`src/include/sar_readout_pkg.sv`:
```
// constants and types shared by the converter control and its result buffer
package sar_readout_pkg;

	// ----------------------------------------------------------------
	// data word
	// ----------------------------------------------------------------
	localparam int unsigned WORD_W     = 18;
	localparam int unsigned BIT_IDX_W  = 5;
	localparam int unsigned BUF_DEPTH  = 2;
	localparam int unsigned BUF_CNT_W  = 2;

	// ----------------------------------------------------------------
	// timing: system clock and conversion time
	// ----------------------------------------------------------------
	localparam int unsigned CLK_PERIOD_NS = 10;
	localparam int unsigned CONV_TIME_NS  = 460;
	// least conversion time, rounded up to whole cycles
	localparam int unsigned CONV_CYC      = (CONV_TIME_NS + CLK_PERIOD_NS - 1) / CLK_PERIOD_NS;
	// one approximation step; rounded down so all steps fit the conversion
	localparam int unsigned STEP_CYC      = CONV_CYC / WORD_W;
	localparam int unsigned CYC_W         = 6;

	localparam logic [CYC_W-1:0]     CONV_LAST  = CYC_W'(CONV_CYC - 1);
	localparam logic [CYC_W-1:0]     STEP_LAST  = CYC_W'(STEP_CYC - 1);
	localparam logic [BIT_IDX_W-1:0] WORD_BITS  = BIT_IDX_W'(WORD_W);
	localparam logic [WORD_W-1:0]    SAR_START  = 18'h20000;
	localparam logic [WORD_W-1:0]    WORD_ZERO  = 18'h00000;

	// ----------------------------------------------------------------
	// conversion sequencer states
	// ----------------------------------------------------------------
	typedef enum logic [1:0] {
		ST_NAP     = 2'b00,
		ST_CONVERT = 2'b01,
		ST_HOLD    = 2'b10
	} conv_state_t;

endpackage

```
`src/include/word_stream_if.sv`:
```
// valid/ready carrier for finished conversion words
`timescale 1ns/10ps
interface word_stream_if;
	import sar_readout_pkg::*;

	logic              valid;
	logic              ready;
	logic [WORD_W-1:0] data;

	modport source
	(
		output valid,
		output data,
		input  ready
	);

	modport sink
	(
		input  valid,
		input  data,
		output ready
	);
endinterface

```
`src/rtl/result_buffer.sv`:
```
// two-entry result buffer between the sequencer and the serial shifter
`timescale 1ns/10ps
module result_buffer
	import sar_readout_pkg::*;
(
	input  wire logic      mclk_i,
	input  wire logic      reset_i,
	word_stream_if.sink    fill_s,
	word_stream_if.source  drain_s
);

	logic [WORD_W-1:0]    mem_q [BUF_DEPTH];
	logic                 wr_ptr_q;
	logic                 rd_ptr_q;
	logic [BUF_CNT_W-1:0] count_q;
	wire                  push;
	wire                  pop;

	// ----------------------------------------------------------------
	// handshake decode
	// ----------------------------------------------------------------
	// full refuses the filler, so a stalled reader stalls the sequencer
	assign fill_s.ready  = (count_q != BUF_CNT_W'(BUF_DEPTH));
	assign drain_s.valid = (count_q != '0);
	assign drain_s.data  = mem_q[rd_ptr_q];
	assign push          = fill_s.valid & fill_s.ready;
	assign pop           = drain_s.valid & drain_s.ready;

	// ----------------------------------------------------------------
	// storage and pointers
	// ----------------------------------------------------------------
	always_ff @(posedge mclk_i)
	begin
		if (reset_i)
		begin
			wr_ptr_q <= 1'b0;
			rd_ptr_q <= 1'b0;
			count_q  <= '0;
		end
		else
		begin
			if (push)
				wr_ptr_q <= ~wr_ptr_q;
			if (pop)
				rd_ptr_q <= ~rd_ptr_q;
			count_q <= count_q + BUF_CNT_W'(push) - BUF_CNT_W'(pop);
		end
	end

	// data needs no reset; count guards every read
	always_ff @(posedge mclk_i)
	begin
		if (push)
			mem_q[wr_ptr_q] <= fill_s.data;
	end

endmodule

```
`src/rtl/sar_adc_conversion_readout.sv`:
```
// conversion sequencer and serial readout of the 18-bit approximation converter
`timescale 1ns/10ps

// Overview of operation
// RULE1: a rising convert_start edge wakes the block and starts a conversion.
// RULE2: busy rises as conversion begins and falls once it completes; here busy stays high while the result buffer is full.
// RULE3: cascade-select low: shared pin is an active-low output enable.
// RULE4: cascade-select high: shared pin is serial data from an upstream converter.
// RULE5: enabled output shifts one bit per shift-clock rising edge, MSB first.
// RULE6: each result is an 18-bit word spanning 2^18 levels.
// RULE7: results are two's complement; negative inputs set the top bit.
// RULE8: acquisition between conversions; conversion begins on convert_start rise.
// RULE9: eighteen binary-weighted approximation steps, half reference down to one LSB.
// RULE10: internal timer sets conversion length; host only waits for busy.
// RULE11: after each conversion the block naps until the next start edge; here it naps only once the result buffer accepts the word.
// RULE12: result readable right after the same conversion, no pipeline delay; here a result waits while an earlier word is unread.
// RULE13: host keeps the shift clock at or below 100 MHz.
// RULE14: normal mode drives output only while enable is low, else releases.
// RULE15: chain mode sends own 18 bits, then forwards upstream bits in order.
// RULE16: host keeps shift clock idle while busy, reads after busy falls.
module sar_adc_conversion_readout
	import sar_readout_pkg::*;
(
	input  wire logic              mclk_i,
	input  wire logic              reset_i,
	input  wire logic              convert_start_i,
	input  wire logic              serial_clk_i,
	input  wire logic              cascade_select_i,
	input  wire logic              enable_or_cascade_in_i,
	input  wire logic              comparator_i,
	output logic                   busy_o,
	output logic                   sample_o,
	output logic                   nap_o,
	output logic [WORD_W-1:0]      capacitor_dac_o,
	output logic                   result_serial_out_o,
	output logic                   result_serial_oe_o
);

	// ----------------------------------------------------------------
	// input synchronisers
	// ----------------------------------------------------------------
	logic cnv_s1_q;
	logic cnv_s2_q;
	logic cnv_prev_q;
	logic sclk_s1_q;
	logic sclk_s2_q;
	logic sclk_prev_q;
	logic shared_s1_q;
	logic shared_s2_q;
	logic chain_s1_q;
	logic chain_s2_q;

	// pins and the slow shift clock are sampled twice before use
	always_ff @(posedge mclk_i)
	begin
		if (reset_i)
		begin
			cnv_s1_q    <= 1'b0;
			cnv_s2_q    <= 1'b0;
			cnv_prev_q  <= 1'b0;
			sclk_s1_q   <= 1'b0;
			sclk_s2_q   <= 1'b0;
			sclk_prev_q <= 1'b0;
			shared_s1_q <= 1'b1;
			shared_s2_q <= 1'b1;
			chain_s1_q  <= 1'b0;
			chain_s2_q  <= 1'b0;
		end
		else
		begin
			cnv_s1_q    <= convert_start_i;
			cnv_s2_q    <= cnv_s1_q;
			cnv_prev_q  <= cnv_s2_q;
			sclk_s1_q   <= serial_clk_i;
			sclk_s2_q   <= sclk_s1_q;
			sclk_prev_q <= sclk_s2_q;
			shared_s1_q <= enable_or_cascade_in_i;
			shared_s2_q <= shared_s1_q;
			chain_s1_q  <= cascade_select_i;
			chain_s2_q  <= chain_s1_q;
		end
	end

	// ----------------------------------------------------------------
	// edge and mode decode
	// ----------------------------------------------------------------
	wire cnv_rise  = cnv_s2_q & ~cnv_prev_q;   // RULE1
	wire sclk_rise = sclk_s2_q & ~sclk_prev_q;
	wire chain_on  = chain_s2_q;                // RULE4
	// in normal mode the shared pin is an active-low enable
	wire output_enable_n = shared_s2_q;        // RULE3
	wire cascade_data_in = shared_s2_q;        // RULE4
	wire drive_en  = chain_on | ~output_enable_n; // RULE14

	// ----------------------------------------------------------------
	// conversion sequencer registers
	// ----------------------------------------------------------------
	conv_state_t            state_q;
	conv_state_t            state_d;
	logic [CYC_W-1:0]       cyc_q;
	logic [CYC_W-1:0]       cyc_d;
	logic [CYC_W-1:0]       step_q;
	logic [CYC_W-1:0]       step_d;
	logic [BIT_IDX_W-1:0]   bit_idx_q;
	logic [BIT_IDX_W-1:0]   bit_idx_d;
	logic [WORD_W-1:0]      sar_q;
	logic [WORD_W-1:0]      sar_d;
	logic                   busy_q;
	logic                   busy_d;

	word_stream_if fill_s ();
	word_stream_if drain_s ();

	// bit under trial; index 0 is the half-reference weight
	function automatic logic [WORD_W-1:0] weight(input logic [BIT_IDX_W-1:0] idx);
		weight = SAR_START >> idx;
	endfunction

	// ----------------------------------------------------------------
	// approximation step decode
	// ----------------------------------------------------------------
	wire step_end  = (step_q == STEP_LAST) && (bit_idx_q < WORD_BITS);  // RULE9
	wire conv_last = (cyc_q == CONV_LAST);                              // RULE10
	// comparator low means the trial overshoots: drop the bit
	wire [WORD_W-1:0] sar_kept  = comparator_i ? sar_q : (sar_q & ~weight(bit_idx_q));
	wire [WORD_W-1:0] sar_next  = sar_kept | weight(bit_idx_q + BIT_IDX_W'(1));
	// core code is offset binary; flip the top bit for two's complement
	wire [WORD_W-1:0] code_twos = {~sar_q[WORD_W-1], sar_q[WORD_W-2:0]}; // RULE7

	assign fill_s.valid = ((state_q == ST_CONVERT) && conv_last) || (state_q == ST_HOLD);
	assign fill_s.data  = code_twos;                                     // RULE6

	// ----------------------------------------------------------------
	// sequencer next state
	// ----------------------------------------------------------------
	always_comb
	begin
		state_d   = state_q;
		cyc_d     = cyc_q;
		step_d    = step_q;
		bit_idx_d = bit_idx_q;
		sar_d     = sar_q;
		busy_d    = busy_q;
		case (state_q)
			ST_NAP:
			begin
				// start edges are only honoured here; extra edges are ignored
				if (cnv_rise)                               // RULE8
				begin
					state_d   = ST_CONVERT;
					cyc_d     = '0;
					step_d    = '0;
					bit_idx_d = '0;
					sar_d     = SAR_START;
					busy_d    = 1'b1;                      // RULE2
				end
			end
			ST_CONVERT:
			begin
				cyc_d  = cyc_q + CYC_W'(1);
				step_d = step_end ? '0 : step_q + CYC_W'(1);
				if (step_end)
				begin
					sar_d     = (bit_idx_q == WORD_BITS - BIT_IDX_W'(1)) ? sar_kept : sar_next;
					bit_idx_d = bit_idx_q + BIT_IDX_W'(1);    // RULE9
				end
				if (conv_last)
				begin
					// a full buffer holds busy high rather than drop a word
					if (fill_s.ready)
					begin
						state_d = ST_NAP;                   // RULE11
						busy_d  = 1'b0;                     // RULE2
					end
					else
						state_d = ST_HOLD;
				end
			end
			ST_HOLD:
			begin
				if (fill_s.ready)
				begin
					state_d = ST_NAP;                       // RULE11
					busy_d  = 1'b0;
				end
			end
			default:
			begin
				state_d = ST_NAP;
				busy_d  = 1'b0;
			end
		endcase
	end

	// ----------------------------------------------------------------
	// sequencer registers
	// ----------------------------------------------------------------
	always_ff @(posedge mclk_i)
	begin
		if (reset_i)
		begin
			state_q   <= ST_NAP;
			cyc_q     <= '0;
			step_q    <= '0;
			bit_idx_q <= '0;
			sar_q     <= WORD_ZERO;
			busy_q    <= 1'b0;
		end
		else
		begin
			state_q   <= state_d;
			cyc_q     <= cyc_d;
			step_q    <= step_d;
			bit_idx_q <= bit_idx_d;
			sar_q     <= sar_d;
			busy_q    <= busy_d;
		end
	end

	// ----------------------------------------------------------------
	// analog-facing and status outputs
	// ----------------------------------------------------------------
	logic sample_q;
	logic nap_q;
	logic [WORD_W-1:0] dac_q;

	// sampling switch closed and core napping whenever busy is low
	always_ff @(posedge mclk_i)
	begin
		if (reset_i)
		begin
			sample_q <= 1'b1;
			nap_q    <= 1'b1;
			dac_q    <= WORD_ZERO;
		end
		else
		begin
			sample_q <= (state_d == ST_NAP);           // RULE8
			nap_q    <= (state_d == ST_NAP);           // RULE11
			dac_q    <= sar_d;                          // RULE9
		end
	end

	// ----------------------------------------------------------------
	// result buffer
	// ----------------------------------------------------------------
	result_buffer u_result_buffer
	(
		.mclk_i  (mclk_i),
		.reset_i (reset_i),
		.fill_s  (fill_s),
		.drain_s (drain_s)
	);

	// ----------------------------------------------------------------
	// serial shifter
	// ----------------------------------------------------------------
	logic [WORD_W-1:0]    shreg_q;
	logic [WORD_W-1:0]    shreg_d;
	logic [BIT_IDX_W-1:0] shifted_q;
	logic [BIT_IDX_W-1:0] shifted_d;
	logic                 sdo_q;
	logic                 oe_q;

	// a new word loads only once the current own word has gone out,
	// so an own word still in flight is not cut short; forwarded chain bits can be
	wire own_done = (shifted_q >= WORD_BITS);
	wire load     = drain_s.valid & own_done;                  // RULE12
	// shifting is ignored while converting or while the output is off
	wire shift    = sclk_rise & drive_en & ~busy_q & ~load;  // RULE5 RULE16

	assign drain_s.ready = own_done;

	// upstream bits enter at the bottom, so they leave in arrival order
	always_comb
	begin
		shreg_d   = shreg_q;
		shifted_d = shifted_q;
		if (load)
		begin
			shreg_d   = drain_s.data;
			shifted_d = '0;
		end
		else if (shift)
		begin
			shreg_d   = {shreg_q[WORD_W-2:0], chain_on & cascade_data_in}; // RULE15
			shifted_d = own_done ? shifted_q : shifted_q + BIT_IDX_W'(1);
		end
	end

	always_ff @(posedge mclk_i)
	begin
		if (reset_i)
		begin
			shreg_q   <= WORD_ZERO;
			shifted_q <= WORD_BITS;
			sdo_q     <= 1'b0;
			oe_q      <= 1'b0;
		end
		else
		begin
			shreg_q   <= shreg_d;
			shifted_q <= shifted_d;
			sdo_q     <= shreg_d[WORD_W-1];               // RULE5
			oe_q      <= drive_en;                          // RULE14
		end
	end

	// ----------------------------------------------------------------
	// top outputs, all from flops
	// ----------------------------------------------------------------
	assign busy_o              = busy_q;
	assign sample_o            = sample_q;
	assign nap_o               = nap_q;
	assign capacitor_dac_o     = dac_q;
	assign result_serial_out_o = sdo_q;
	assign result_serial_oe_o  = oe_q;

endmodule

```
`config.mk`:
```
export PLATFORM = sky130hd
export DESIGN_NAME = sar_adc_conversion_readout
export DESIGN_NICKNAME = d
export VERILOG_FILES = /design/src/include/sar_readout_pkg.sv /design/src/include/word_stream_if.sv /design/src/rtl/result_buffer.sv /design/src/rtl/sar_adc_conversion_readout.sv
export SDC_FILE = /design/constraint.sdc
export NUM_CORES = 1
export LEC_CHECK = 0
export ABC_CLOCK_PERIOD_IN_PS = 3200
export BUFFER_PORTS_ARGS = -buffer_cell sky130_fd_sc_hd__buf_2
export CORE_ASPECT_RATIO = 1.25
export CORE_MARGIN = 2
export CORE_UTILIZATION = 60
export DETAILED_ROUTE_END_ITERATION = 7
export PLACE_DENSITY = 0.79
export SLEW_MARGIN = 15
export SYNTH_ARGS = -nofsm -noshare
export SYNTH_HDL_FRONTEND = slang
export SYNTH_SLANG_ARGS = --single-unit
```
`constraint.sdc`:
```
create_clock -name mclk_i -period 3.2 [get_ports mclk_i]
set_clock_uncertainty 0.15 [all_clocks]
set_input_delay 0.64 -clock mclk_i [delete_from_list [all_inputs] [get_ports mclk_i]]
set_output_delay 0.64 -clock mclk_i [all_outputs]
set_load 0.01 [all_outputs]
```
=== Word-level counts from Yosys, hierarchy flattened ===
Memory sizes are Yosys's and may differ from the RTL's. A register that Yosys moved wholly into a read port is not among the register bits.
Index checks and enable logic that the tools add are counted.

* Bits in writable memories: 36
* Register bits: 77
* Memories: 1
* Bits of input ports: 7

{| class="wikitable"
|+ Memory list
! memory !! words !! bits a word !! rd ports !! clocked after Yosys merged registers in !! wr ports !! line !! source
|-
| u_result_buffer.mem_q || 2 || 18 || 1 || 1 || 1 || result_buffer.sv:12 || <nowiki>logic [WORD_W-1:0] mem_q [BUF_DEPTH];</nowiki>
|}

* Bitwise operators: 21
* Muxes and demuxes: 30
* Equality and inequality tests: 10
* Shift-type cells: 2
* Order comparisons: 2
* Add/sub/neg operators: 6
* Reductions and logical operators: 14

{| class="wikitable"
|+ Operators with widths
! kind !! number
|-
| 18-bit 2-to-1 mux || 6
|-
| 18-bit case mux with 2 select lines || 1
|-
| 18-bit by 5-bit right shift with 18-bit output, first input constant || 2
|-
| 5-bit 2-to-1 mux || 5
|-
| 6-bit case mux with 2 select lines || 2
|-
| 18-bit bitwise AND || 1
|-
| 18-bit NOT || 1
|-
| 18-bit bitwise OR || 1
|-
| 6-bit by 1-bit adder with 6-bit output, second input constant || 2
|-
| 6-bit 2-to-1 mux || 2
|-
| 5-bit by 1-bit adder with 5-bit output, second input constant || 2
|-
| 5-bit case mux with 2 select lines || 1
|-
| 1-bit NOT || 9
|-
| 1-bit bitwise AND || 8
|-
| 2-bit 2-to-1 mux || 4
|-
| 2-bit != test, second input constant || 4
|-
| 2-bit AND reduction || 4
|-
| 1-bit 2-to-1 mux || 7
|-
| 6-bit by 1-bit equality test with 1-bit output, second input constant || 1
|-
| 6-bit equality test, second input constant || 1
|-
| 2-bit case mux with 3 select lines || 1
|-
| 2-bit nonzero test || 3
|-
| 5-bit equality test, second input constant || 1
|-
| 5-bit >= comparator, second input constant || 1
|-
| other kinds (13) || 15
|}

=== Longest topological paths before layout ===
* Depth after elaboration: 8
* Depth in mapped cells: 9
* Mapped depth without buffers: 8

=== Modules after synthesis ===
From an unflattened synthesis, not the netlist that was laid out.

* Cell total of the unflattened synthesis: 525
* Area total of the unflattened synthesis: 5435.2 sq um

{| class="wikitable"
|+ By module, submodules not included
! module !! cells each !! times used !! seq. area each (sq um) !! area each (sq um)
|-
| sar_adc_conversion_readout || 445 || 1 || 1461.4 || 3853.7
|-
| result_buffer || 80 || 1 || 1181.1 || 1581.5
|}

=== Worst setup path before layout ===
No wires, ideal clock.

* Kind: register to register
* Start: register state_q[1]
* End: memory u_result_buffer.mem_q[0][0] (enable)
* Path buffers: 1
* Required time: 2634 ps
* Setup time: 416 ps
* Slack: 444 ps
* Arrival time: 2190 ps
* Stages on the path, launching flop included: 6
* Cell sequence: dfxtp_1 inv_1 ha_1 clkbuf_1 a31oi_1 nor3_1

* Word-level cells in the longest chain between the ends: 6
* Elaborated cells between the ends (all ways): 7
* Those cells by class: 2 x eq/ne; 2 x mux; 1 x bitwise; 2 x reduce/logical

{| class="wikitable"
|+ RTL lines
! item !! line !! source
|-
| start: declaration || sar_adc_conversion_readout.sv:98 || <nowiki>conv_state_t state_q;</nowiki>
|-
| start signal: assignment || sar_adc_conversion_readout.sv:211 || <nowiki>state_q <= state_d;</nowiki>
|-
| 2-bit by 1-bit equality test with 1-bit output || sar_adc_conversion_readout.sv:130 || <nowiki>assign fill_s.valid = ((state_q == ST_CONVERT) && conv_last) || (state_q == ST_HOLD);</nowiki>
|-
| 1-bit logical AND || sar_adc_conversion_readout.sv:130 ||
|-
| 1-bit logical OR (*) || sar_adc_conversion_readout.sv:130 ||
|-
| 1-bit bitwise AND (*) || result_buffer.sv:26 || <nowiki>assign push = fill_s.valid & fill_s.ready;</nowiki>
|-
| 1-bit 2-to-1 mux (*) || result_buffer.sv:53 || <nowiki>if (push)</nowiki>
|-
| 1-bit 2-to-1 mux (not written as such) (*) || result_buffer.sv:54 || <nowiki>mem_q[wr_ptr_q] <= fill_s.data;</nowiki>
|-
| end: declaration || result_buffer.sv:12 ||
|}

Every way passes the cells marked *; elsewhere a longest branch is shown, timed or not.

=== Worst setup path in the final report ===
* Start: register state_q[1]
* End: register dac_q[11] (netlist: capacitor_dac_o[11])

* Word-level cells in the longest chain between the ends: 3
* Elaborated cells between the ends (all ways): 7
* Those cells by class: 3 x eq/ne; 1 x mux; 3 x reduce/logical

{| class="wikitable"
|+ RTL lines
! item !! line !! source
|-
| 2-bit by 1-bit equality test with 1-bit output or 2-bit zero test (tied branches) || sar_adc_conversion_readout.sv:144 || <nowiki>case (state_q)</nowiki>
|-
| 2-bit != test (no source line) or 2-bit nonzero test (tied branches) || - ||
|-
| 3-bit AND reduction (no source line) || - ||
|-
| end signal: assignment || sar_adc_conversion_readout.sv:240 || <nowiki>dac_q <= sar_d;</nowiki>
|-
| end: declaration || sar_adc_conversion_readout.sv:225 || <nowiki>logic [WORD_W-1:0] dac_q;</nowiki>
|}

Several ways; a longest one is shown, not always the timed one.
A chain may end at the register's enable or synchronous reset.

==> impl_metrics.yaml <==
clock_network:
  cts.sinks: 114
  root_buffer: "clkbuf_8"
  post-cts-setup-buffers: 0
  htree_levels: 4
  cts_resized: 0
  clock_path_buffers: 2
  clk_pin_slew_ns: 0.05
  worst_skew_pair.late_latency_ns: 0.51
  cts_tree: "yes"
  cts-hold-fix-buffers: 0
  cts_buffers: 17
logic_synthesis:
  synth_most_common_cell: "dfxtp_1"
  synth_area_leaders: "dfxtp_1 (30%), edfxtp_1 (21%), nand2_1 (4.0%)"
  syn_inst: 512
  netlist.area_leader.share: 0.303
  synth_cell_types: 54
  yosys_most_used_dff: "dfxtp_1"
  seq_area_frac_synth: 0.512
  syn_area_um2: 5160
  ys_seq_elements: 114
  synth-edff-count: 36
  synth_fp_nets: 535
  ys_warn_count: 0
  synthArstFlopShare: 0
  synth_top_area_cell: "dfxtp_1"
  syn_avg_cell_area_um2: 10.1
  synth_common_cells: "dfxtp_1 (78), nand2_1 (55), edfxtp_1 (36)"
timing:
  slew_violations: 0
  fmax_mhz: 413
  worst_pin_slew_ns: 0.810
  period_minus_slack_ns: 2.42
  tns_ns: 0
  fin_crit_sh: 0.757
  hold_slack_ns: 0.164
  setup_viol: 0
  rsz0062_at_grt: "false"
  finalHoldViolations: 0
  slew-limit-headroom: 0.455
die:
  dieArea_um2: 9360
  core_um2: 8290
  io_pins: 30
  rows: 37
  die_x_um: 87.0
  die_y_um: 108
  start_util: 0.623
hold_path:
  worstHoldPathType: "in -> reg"
placement:
  portBuffers: 29
  place_hpwl_um: 6450
  gp_congestion: 0.866
  place_area_um2: 5190
layout:
  area_growth_pct: 11.6
  n_antenna_cell: 0
  final_nets: 540
  fillers: 618
  multiInputGateArea_um2: 2150
  layout-drive-gt1-share: 0.149
  fin_area_um2: 5760
  ff_latch_area_um2: 2640
worst_setup_path:
  critical_path_class: "reg -> reg"
  cp.required_ns: 3.45
  critPathArrivalTime_ns: 2.68
  slowest_delay_ns: 0.60
  critPathLaunchType: "register"
  r2r-start: "state_q[1]"
  crit_chain: "inv_1 -> ha_1 -> mux2_2 -> o22ai_1 -> a21oi_1 -> o32ai_1"
  endpoint: "capacitor_dac_o[11]"
  cp-end-kind: "register"
  critPathMaxFanout: 13
  rrSetupSlack_ns: 0.78
  cp-startpoint: "state_q[1]"
  crit_path_top_delay_cell: "o22ai_1"
  reg2reg_depth: 6
  r2r_end: "capacitor_dac_o[11]"
grt:
  grt_pass1_vias: 3545
  grt-ovfl-total: 0
  antenna_found_initial: 0
  grt_start_max_net_pins: 38
  track_usage: 0.238
  grt_pass1_wl_um: 17000
routing:
  drtPass1Iterations: 4
  vias: 3706
  wirelength_um: 10000
  drc: 0
  drt_iter0_drc: 195
  wl_per_cell_um: 16.0
  via_per_inst: 5.91
  antenna_left: 0
power:
  p_total_mw: 3.37
  ir_worst_vdd_v: 0.000390
  p_per_area_nw_per_um2: 586
  p_leak_nw: 2.06
run_status:
  outcome: "finished, final reports clean"
run:
  maxCapViolations: 0
==> critical path: cells and delay by family (launching register included) <==
family,cells,cell delay [ns]
compound gates,3,0.87
fa+ha+maj,1,0.35
buf+inv,1,0.10
flops,1,0.35
mux,1,0.50
==> where the power goes <==
part           internal [mW]  leakage, nW  switching (mW)
clock network           1.17        0.276           0.608
registers               1.50        0.931         0.00881
logic                 0.0322        0.849          0.0598
==> registers in the layout, indices dropped and copies added, names as in the netlist, 2 cells and up, named ones only <==
signal	count
shreg_q	18
cyc_q	6
u_result_buffer.mem_q	36
step_q	6
bit_idx_q	5
shifted_q	5
u_result_buffer.count_q	2
state_q	2
capacitor_dac_o	18
==> per-layer routing <==
metal,global-route usage,part of all wire
met3,0.0882,0.037
met2,0.395,0.53
met5,0,0
met4,0.0949,0.019
met1,0.274,0.41
==> worst min-delay path by stage <==
stage	startpoint	endpoint	slack, ns	cells past startpoint
after CTS	enable_or_cascade_in_i	shared_s1_q	0.14	2
after floorplan	shared_s1_q	cascade_data_in	0.24	1
after detailed placement	shared_s1_q	cascade_data_in	0.25	1
after global placement	shared_s1_q	cascade_data_in	0.24	1
final	enable_or_cascade_in_i	shared_s1_q	0.16	2
after global routing	enable_or_cascade_in_i	shared_s1_q	0.14	2
==> cell type report <==
class | instances | share of cell area
clock inverters | 13 | 0.0248
flip-flops and latches | 114 | 0.459
inverters | 20 | 0.0130
clock buffers | 19 | 0.0732
well taps | 97 | 0.0211
multi-input cells | 327 | 0.373
repair buffers | 37 | 0.0356
==> layout by cell type (no fill, tap or decap), drive strengths merged, types with 3 or more instances in the layout <==
master  netlist  layout
dfxtp        78      78
nand2        55      55
buf          33      37
edfxtp       36      36
nor2b        32      32
nor2         30      30
inv          20      20
a211oi       20      20
clkbuf       18      19
a311oi       18      18
a21oi        18      18
o21ai        17      17
ha           16      16
nor3         13      13
xor2         12      12
nand3        11      11
and2         10      10
nand4         8       8
a32o          8       8
clkinv        0       8
nand2b        5       5
o22ai         5       5
o32ai         5       5
a31oi         4       4
or2           4       4
xnor2         4       4
and3          4       4
bufinv        0       3
==> logic make-up after synthesis <==
family          synth area share
simple gates               0.185
flops                      0.512
compound gates             0.156
buf+inv                   0.0725
xor+xnor                  0.0272
fa+ha+maj                 0.0388
mux                      0.00824
==> per-stage QoR <==
step	setup slack, ns	util	std cells
finish	0.777	0.695	627
global route	0.603	0.695	627
CTS	0.804	0.695	627
detailed placement	0.758	0.627	595
global placement	0.813	0.627	595
floorplan	0.444	-	512
Power figures use the tool's default switching activity.
